==> config.mk <==
export PLATFORM = sky130hd
export DESIGN_NAME = pcie_phy_rx_detect_config
export DESIGN_NICKNAME = d
export VERILOG_FILES = /design/src/hdl/phy_cfg_pkg.sv /design/src/hdl/pcie_phy_rx_detect_config.sv /design/src/hdl/rx_detect_timer.sv
export VERILOG_INCLUDE_DIRS = /design/src /design/src/hdl
export SDC_FILE = /design/constraint.sdc
export NUM_CORES = 1
export LEC_CHECK = 0
export ABC_AREA = 1
export BUFFER_PORTS_ARGS = -buffer_cell sky130_fd_sc_hd__buf_2
export CORE_MARGIN = 2
export CORE_UTILIZATION = 56
export DETAILED_ROUTE_END_ITERATION = 12
export PLACE_DENSITY = 0.81
export SLEW_MARGIN = 20
export SYNTH_ARGS = -nofsm -noshare
export SYNTH_HDL_FRONTEND = slang
export SYNTH_SLANG_ARGS = --single-unit
==> constraint.sdc <==
create_clock -name core_clk_i -period 15.5 [get_ports core_clk_i]
set_input_delay 2.325 -clock core_clk_i [delete_from_list [all_inputs] [get_ports core_clk_i]]
set_output_delay 2.325 -clock core_clk_i [all_outputs]
set_load 0.02 [all_outputs]
==> src/hdl/phy_cfg_map.svh <==
// Register offsets, field positions, reset values and wait times
`ifndef PHY_CFG_MAP_SVH
`define PHY_CFG_MAP_SVH

// ----------------------------------------
// Geometry
// ----------------------------------------
`define NUM_PORTS 3
`define NUM_LANES 12
`define LPP 4

// ----------------------------------------
// Offsets
// ----------------------------------------
`define PP2_OFS 8'h7C
`define STAT_OFS 8'h80
`define TRIM_HI 4'hC

// ----------------------------------------
// Second physical parameter register fields
// ----------------------------------------
`define PP2_RESET 32'h0190_0020
`define LAT_MSB 3
`define LAT_LSB 0
`define DETW_MSB 6
`define DETW_LSB 4
`define SDT_MSB 21
`define SDT_LSB 20
`define REQ_MSB 25
`define REQ_LSB 22
`define SWING_BIT 30

// ----------------------------------------
// Lane trim and status fields
// ----------------------------------------
`define TRIM_RESET 10'h000
`define DEO_MSB 4
`define DEO_LSB 0
`define AMO_MSB 9
`define AMO_LSB 5
`define ST_PRES_LSB 0
`define ST_ERR_LSB 4
`define ST_BUSY_LSB 8

// ----------------------------------------
// Receiver detection waits, microseconds
// ----------------------------------------
`define CLK_MHZ 25
`define DETW_US0 1
`define DETW_US1 2
`define DETW_US2 4
`define DETW_US3 5
`define DETW_US4 10
`define DETW_US5 20
`define DETW_US6 40
`define DETW_US7 50
`define DETW_CYC(us) ((us) * `CLK_MHZ)

`endif

==> src/hdl/phy_cfg_pkg.sv <==
// Types shared by the physical layer configuration logic
package phy_cfg_pkg;
	typedef enum logic {DET_IDLE, DET_WAIT} det_state_t;
	typedef logic [11:0] lane_vec_t;
	typedef logic [11:0][1:0] sdt_vec_t;
	typedef logic [11:0][3:0] nib_vec_t;
	typedef logic [11:0][4:0] trim_vec_t;
endpackage

==> src/hdl/pcie_phy_rx_detect_config.sv <==
// Per-port physical layer configuration bank and lane detect control
`timescale 1ns/1ps
`include "phy_cfg_map.svh"

module pcie_phy_rx_detect_config (
	input wire logic core_clk_i,
	input wire logic reset_i,
	input wire logic ee_wr_i,
	input wire logic [1:0] ee_port_i,
	input wire logic [7:0] ee_addr_i,
	input wire logic [31:0] ee_data_i,
	input wire logic smb_wr_i,
	input wire logic [1:0] smb_port_i,
	input wire logic [7:0] smb_addr_i,
	input wire logic [31:0] smb_data_i,
	input wire logic i2c_wr_i,
	input wire logic [1:0] i2c_port_i,
	input wire logic [7:0] i2c_addr_i,
	input wire logic [31:0] i2c_data_i,
	input wire logic rd_i,
	input wire logic [1:0] rd_port_i,
	input wire logic [7:0] rd_addr_i,
	output logic [31:0] rd_data_o,
	output logic rd_valid_o,
	input wire phy_cfg_pkg::lane_vec_t rx_det_req_i,
	input wire phy_cfg_pkg::lane_vec_t rx_above_i,
	input wire phy_cfg_pkg::lane_vec_t phy_err_i,
	output phy_cfg_pkg::lane_vec_t rx_det_busy_o,
	output phy_cfg_pkg::lane_vec_t rx_det_done_o,
	output phy_cfg_pkg::lane_vec_t rx_det_present_o,
	output phy_cfg_pkg::sdt_vec_t sig_det_thr_o,
	output phy_cfg_pkg::nib_vec_t rx_eq_o,
	output phy_cfg_pkg::nib_vec_t tx_idle_lat_o,
	output phy_cfg_pkg::lane_vec_t tx_half_swing_o,
	output phy_cfg_pkg::lane_vec_t tx_deemph_en_o,
	output phy_cfg_pkg::trim_vec_t tx_deemph_ofs_o,
	output phy_cfg_pkg::trim_vec_t tx_amp_ofs_o
);
	import phy_cfg_pkg::*;

	// ----------------------------------------
	// Write source merge
	// ----------------------------------------
	logic wr_en;
	logic [1:0] wr_port;
	logic [7:0] wr_addr;
	logic [31:0] wr_data;

	// Same-cycle clash: EEPROM, then SMBus, then I2C
	always_comb begin
		wr_en = 1'b1;
		wr_port = i2c_port_i;
		wr_addr = i2c_addr_i;
		wr_data = i2c_data_i;
		if (ee_wr_i) begin
			wr_port = ee_port_i;
			wr_addr = ee_addr_i;
			wr_data = ee_data_i;
		end else if (smb_wr_i) begin
			wr_port = smb_port_i;
			wr_addr = smb_addr_i;
			wr_data = smb_data_i;
		end else if (!i2c_wr_i) begin
			wr_en = 1'b0;
		end
	end

	// ----------------------------------------
	// Register state
	// ----------------------------------------
	logic [`NUM_PORTS-1:0][31:0] pp2, next_pp2;
	logic [`NUM_LANES-1:0][9:0] trim, next_trim;
	lane_vec_t err, next_err;
	logic [31:0] next_rd_data;
	logic next_rd_valid;
	logic [31:0] stat_word;

	always_comb begin
		next_pp2 = pp2;
		next_trim = trim;
		next_err = err;
		for (int p = 0; p < `NUM_PORTS; p++) begin
			if (wr_en && wr_port == 2'(p) && wr_addr == `PP2_OFS) begin
				next_pp2[p] = wr_data;
			end
		end
		for (int l = 0; l < `NUM_LANES; l++) begin
			if (wr_en && wr_port == 2'(l / `LPP) &&
			    wr_addr[7:4] == `TRIM_HI &&
			    wr_addr[3:2] == 2'(l % `LPP)) begin
				next_trim[l] = wr_data[9:0];
			end
			if (wr_en && wr_port == 2'(l / `LPP) &&
			    wr_addr == `STAT_OFS &&
			    wr_data[`ST_ERR_LSB + l % `LPP]) begin
				next_err[l] = 1'b0;
			end
			// Set after clear, so a fresh error is never lost
			if (phy_err_i[l]) begin
				next_err[l] = 1'b1;
			end
		end
	end

	// ----------------------------------------
	// Read path
	// ----------------------------------------
	always_comb begin
		stat_word = 32'h0000_0000;
		for (int k = 0; k < `LPP; k++) begin
			if (rd_port_i < 2'(`NUM_PORTS)) begin
				stat_word[`ST_PRES_LSB + k] =
					rx_det_present_o[int'(rd_port_i) * `LPP + k];
				stat_word[`ST_ERR_LSB + k] =
					err[int'(rd_port_i) * `LPP + k];
				stat_word[`ST_BUSY_LSB + k] =
					rx_det_busy_o[int'(rd_port_i) * `LPP + k];
			end
		end
		next_rd_valid = rd_i;
		next_rd_data = 32'h0000_0000;
		if (rd_i && rd_port_i < 2'(`NUM_PORTS)) begin
			if (rd_addr_i == `PP2_OFS) begin
				next_rd_data = pp2[rd_port_i];
			end else if (rd_addr_i == `STAT_OFS) begin
				next_rd_data = stat_word;
			end else if (rd_addr_i[7:4] == `TRIM_HI &&
			             rd_addr_i[1:0] == 2'h0) begin
				next_rd_data = {22'h00_0000,
					trim[int'(rd_port_i) * `LPP + int'(rd_addr_i[3:2])]};
			end
		end
	end

	always_ff @(posedge core_clk_i or posedge reset_i) begin
		if (reset_i) begin
			pp2 <= {`NUM_PORTS{`PP2_RESET}};
			trim <= {`NUM_LANES{`TRIM_RESET}};
			err <= 12'h000;
			rd_data_o <= 32'h0000_0000;
			rd_valid_o <= 1'b0;
		end else begin
			pp2 <= next_pp2;
			trim <= next_trim;
			err <= next_err;
			rd_data_o <= next_rd_data;
			rd_valid_o <= next_rd_valid;
		end
	end

	// ----------------------------------------
	// Per-lane controls and detection
	// ----------------------------------------
	// Packet routing and the elastic buffer sit in the datapath, not here;
	// each port's bank drives only that port's four lanes.
	for (genvar l = 0; l < `NUM_LANES; l++) begin : g_lane
		localparam int P = l / `LPP;

		rx_detect_timer u_det (
			.core_clk_i(core_clk_i),
			.reset_i(reset_i),
			.start_i(rx_det_req_i[l]),
			.wait_code_i(pp2[P][`DETW_MSB:`DETW_LSB]),
			.above_i(rx_above_i[l]),
			.busy_o(rx_det_busy_o[l]),
			.done_o(rx_det_done_o[l]),
			.present_o(rx_det_present_o[l])
		);

		assign sig_det_thr_o[l] = pp2[P][`SDT_MSB:`SDT_LSB];
		assign rx_eq_o[l] = pp2[P][`REQ_MSB:`REQ_LSB];
		assign tx_idle_lat_o[l] = pp2[P][`LAT_MSB:`LAT_LSB];
		assign tx_half_swing_o[l] = pp2[P][`SWING_BIT];
		assign tx_deemph_en_o[l] = !pp2[P][`SWING_BIT];
		// Offset only matters while de-emphasis is applied
		assign tx_deemph_ofs_o[l] = pp2[P][`SWING_BIT] ? 5'h00 :
			trim[l][`DEO_MSB:`DEO_LSB];
		assign tx_amp_ofs_o[l] = trim[l][`AMO_MSB:`AMO_LSB];
	end
endmodule

==> src/hdl/rx_detect_timer.sv <==
// One lane's receiver detection wait and decision
`timescale 1ns/1ps
`include "phy_cfg_map.svh"

module rx_detect_timer (
	input wire logic core_clk_i,
	input wire logic reset_i,
	input wire logic start_i,
	input wire logic [2:0] wait_code_i,
	input wire logic above_i,
	output logic busy_o,
	output logic done_o,
	output logic present_o
);
	import phy_cfg_pkg::*;

	det_state_t state, next_state;
	logic [10:0] cnt, next_cnt;
	logic [10:0] load;
	logic next_done, next_present;

	always_comb begin
		unique case (wait_code_i)
		3'h0: load = 11'(`DETW_CYC(`DETW_US0) - 1);
		3'h1: load = 11'(`DETW_CYC(`DETW_US1) - 1);
		3'h2: load = 11'(`DETW_CYC(`DETW_US2) - 1);
		3'h3: load = 11'(`DETW_CYC(`DETW_US3) - 1);
		3'h4: load = 11'(`DETW_CYC(`DETW_US4) - 1);
		3'h5: load = 11'(`DETW_CYC(`DETW_US5) - 1);
		3'h6: load = 11'(`DETW_CYC(`DETW_US6) - 1);
		3'h7: load = 11'(`DETW_CYC(`DETW_US7) - 1);
		endcase
	end

	always_comb begin
		next_state = state;
		next_cnt = cnt;
		next_done = 1'b0;
		next_present = present_o;
		unique case (state)
		DET_IDLE: begin
			// Code is latched at start; later edits do not stretch a wait
			if (start_i) begin
				next_cnt = load;
				next_state = DET_WAIT;
			end
		end
		DET_WAIT: begin
			if (cnt == 11'h000) begin
				next_done = 1'b1;
				next_present = above_i;
				next_state = DET_IDLE;
			end else begin
				next_cnt = cnt - 11'h001;
			end
		end
		endcase
	end

	always_ff @(posedge core_clk_i or posedge reset_i) begin
		if (reset_i) begin
			state <= DET_IDLE;
			cnt <= 11'h000;
			done_o <= 1'b0;
			present_o <= 1'b0;
		end else begin
			state <= next_state;
			cnt <= next_cnt;
			done_o <= next_done;
			present_o <= next_present;
		end
	end

	assign busy_o = (state == DET_WAIT);
endmodule

==> out/results.txt <==
Outcome: finished clean
Switching Share: 0.374
Crit-path max FO: 99
Syn nets: 3737
Internal power: 2.40 mW
Maxcap violations: 0
Final WL: 83000 um
Vias in the first global route: 22800
Reg-to-reg startpoint: g_lane[11].u_det.busy_o
Seq/Total Area, Yosys: 0.419
Worst skew pair latency: 0.59 ns
Number of synthesized flops with an enable pin: 0
Die W: 218 um
Max clock buf depth: 3
CTS tree: yes
Most frequent cell after synthesis: nand2_1
Worst Path Required: 15.96 ns
IO Pins: 511
Reg2Reg Depth: 7
DR pass1 iterations: 6
TritonCTS Buffers: 46
Initial antenna violation count: 8
Layout Utilization: 0.622
Register-to-Register Setup Slack: 12.91 ns
Largest net degree at the start of global routing: 133
Combinational Power Share: 0.303
Met2 Track Usage GR: 0.533
Synthesis-stage register bit count: 429
M1 GR Usage: 0.468
Post-synth top cells: nand2_1, dfrtp_1, nor2_1
Multi-input logic area: 11300 um2
Yosys warns: 0
Clk network pwr share: 0.291
Setup TNS: 0 ns
Fin crit period: 5.58 ns
RR Endpoint: g_lane[11].u_det.cnt[2]
Total GRT Usage: 0.344
Initial DRC Count: 2870
Post-CTS setup buffers: 0
Asr flop ratio synth: 1.00
DRC Markers: 0
Initial Util: 0.567
DP Area: 26600 um2
Std cell rows: 78
Vias per cell: 5.78
Fin area: 28200 um2
Main synth FF type: dfrtp_1
Yosys cell types: 45
Synth top area share: 0.407
Final setup violation count: 0
GP Congestion: 0.961
Worst hold path class: reg2reg
GR met3 Demand/Resource: 0.0653
Area Growth Syn to Fin: 9.75%
Final slew viol count: 0
Clk_skew: 0.0199 ns
Global-route wire length before repair: 128000 um
Net Sw Power: 1.43 mW
Max-slew headroom: 0.210
Min-Delay Path Depth: 1
Wire per inst: 19.2 um
Hold Path Sink: g_lane[11].u_det.done_o
Share of layout cells above drive strength 1: 0.177
Pwr Density: 136 nW/um2
CTS Hold Bufs: 0
Register Area: 10800 um2
RSZ-0062 raised after global routing: false
Reg power frac: 0.406
Most used routing layer in global routing: met2
CTS sink cnt: 429
Largest area contributor in the netlist: dfrtp_1
IO buf count: 510
Clk slew on worst S/H paths: 0.06 ns
Tcrit/Tclk final: 0.360
Htree depth: 2
Via count: 25000
Detailed Place HPWL: 56600 um
Nets: 3890
Final hold violation count: 0
Startpoint types: input pin
Leak pwr: 15.3 nW
Mapped cell area: 25700 um2
CP Capture Type: flop
Die ar.: 47500 um2
Hold path start: g_lane[11].u_det.cnt[10]
Fillers: 4102
Syn avg cell area: 7.26 um2
Worst EP arrival: 6.04 ns
Detail Route Antenna Nets: 0
Vert. Die Dim: 218 um
Fmax: 0.179 GHz
Slew @ Worst Pin: 1.18 ns
Synth area leaders: dfrtp_1, nand2_1, buf_4
Cell count after synthesis: 3532
Root Buffer: clkbuf_16
CP Class: in2reg
Grt total ovfl: 0
Area of the core: 45300 um2
Worst IR Drop VDD: 0.0000862 V
Post-CTS resize count: 0
worst max path at each step:
stage,start,end,slack (ns),cells past startpoint
after floorplan,reset_i,err[0],1.25,1
after global placement,ee_wr_i,tx_idle_lat_o[32],9.46,12
after detailed placement,ee_wr_i,tx_idle_lat_o[34],9.41,12
after CTS,ee_wr_i,sig_det_thr_o[17],10.02,12
after global routing,ee_wr_i,tx_idle_lat_o[32],9.53,13
final,ee_wr_i,tx_idle_lat_o[34],9.92,12
sequential cells by signal (all words and copies together) (netlist names):
name	count
tx_half_swing_o	3
trim	60
g_lane.u_det.present_o	12
g_lane.u_det.cnt	132
err	12
rx_eq_o	12
tx_amp_ofs_o	60
rd_data_o	32
pp2	63
g_lane.u_det.busy_o	12
g_lane.u_det.done_o	12
sig_det_thr_o	6
rd_valid_o	1
tx_idle_lat_o	12
power by group through the flow:
stage,Clock (mW),Sequential [mW],Combinational (mW)
global placement,0,1.56,1.10
detailed placement,0,1.56,1.14
finish,1.11,1.55,1.16
global route,1.17,1.58,1.32
CTS,1.12,1.55,1.15
floorplan,0,1.50,0.935
metal layers:
layer | wire length (um) | vias up
met1 | 33400 | 11800
met5 | 0 | -
li1 | - | 11600
met4 | 3910 | 0
met3 | 7970 | 227
met2 | 37700 | 1362
layout by cell type (no fill, tap or decap), types with 8 or more instances in the layout:
| master | count |
|---|---|
| buf_2 | 510 |
| a21oi_1 | 99 |
| nand4_1 | 255 |
| nor2_1 | 332 |
| nand3_1 | 157 |
| clkbuf_1 | 20 |
| xor2_1 | 19 |
| o22ai_1 | 8 |
| nand2_1 | 1069 |
| a22oi_1 | 8 |
| clkbuf_16 | 49 |
| buf_4 | 25 |
| nand3_4 | 10 |
| inv_1 | 258 |
| a2bb2oi_1 | 19 |
| o211ai_1 | 30 |
| ha_1 | 27 |
| nor3_1 | 23 |
| or2_2 | 10 |
| o21ai_0 | 280 |
| dfstp_2 | 12 |
| clkbuf_8 | 8 |
| dfrtp_1 | 416 |
final cells by class:
class,count,share of cell area
clock buffers,77,0.0501
diodes,6,0.000533
inverters,271,0.0364
repair buffers,536,0.0980
well taps,600,0.0267
multi-input cells,2401,0.403
flip-flops and latches,429,0.382
clock inverters,9,0.00347
kinds of logic (layout without fill, tap and decap cells):
| family | Yosys count | count (layout) | synth area share |
|---|---|---|---|
| xor+xnor | 25 | 25 | 0.00853 |
| mux | 1 | 1 | 0.000390 |
| compound gates | 468 | 468 | 0.101 |
| fa+ha+maj | 27 | 27 | 0.0132 |
| buf+inv | 702 | 893 | 0.140 |
| other cells | 0 | 6 | 0 |
| flops | 429 | 429 | 0.419 |
| simple gates | 1880 | 1880 | 0.318 |
worst max-delay path: stages:
cell     delay [ns]
buf_2          0.36
nor2_4         0.80
nand2_1        0.12
nand2_1        0.09
nor2_1         0.04
or2_1          0.25
nor2_4         0.08
buf_4          0.71
nand3_1        0.63
buf_4          0.42
nand2_1        0.09
nand2_1        0.06
metrics by stage:
stage | instances | hold WS (ns) | setup slack [ns] | total power, mW
after global routing | 4329 | 0.486 | 9.53 | 4.08
after floorplan | 3532 | 0.424 | 1.25 | 2.43
final | 4329 | 0.453 | 9.92 | 3.83
after detailed placement | 4237 | 0.451 | 9.41 | 2.70
after CTS | 4323 | 0.454 | 10.02 | 3.82
after global placement | 4237 | 0.447 | 9.46 | 2.66
(Power assumes the default switching activity.)
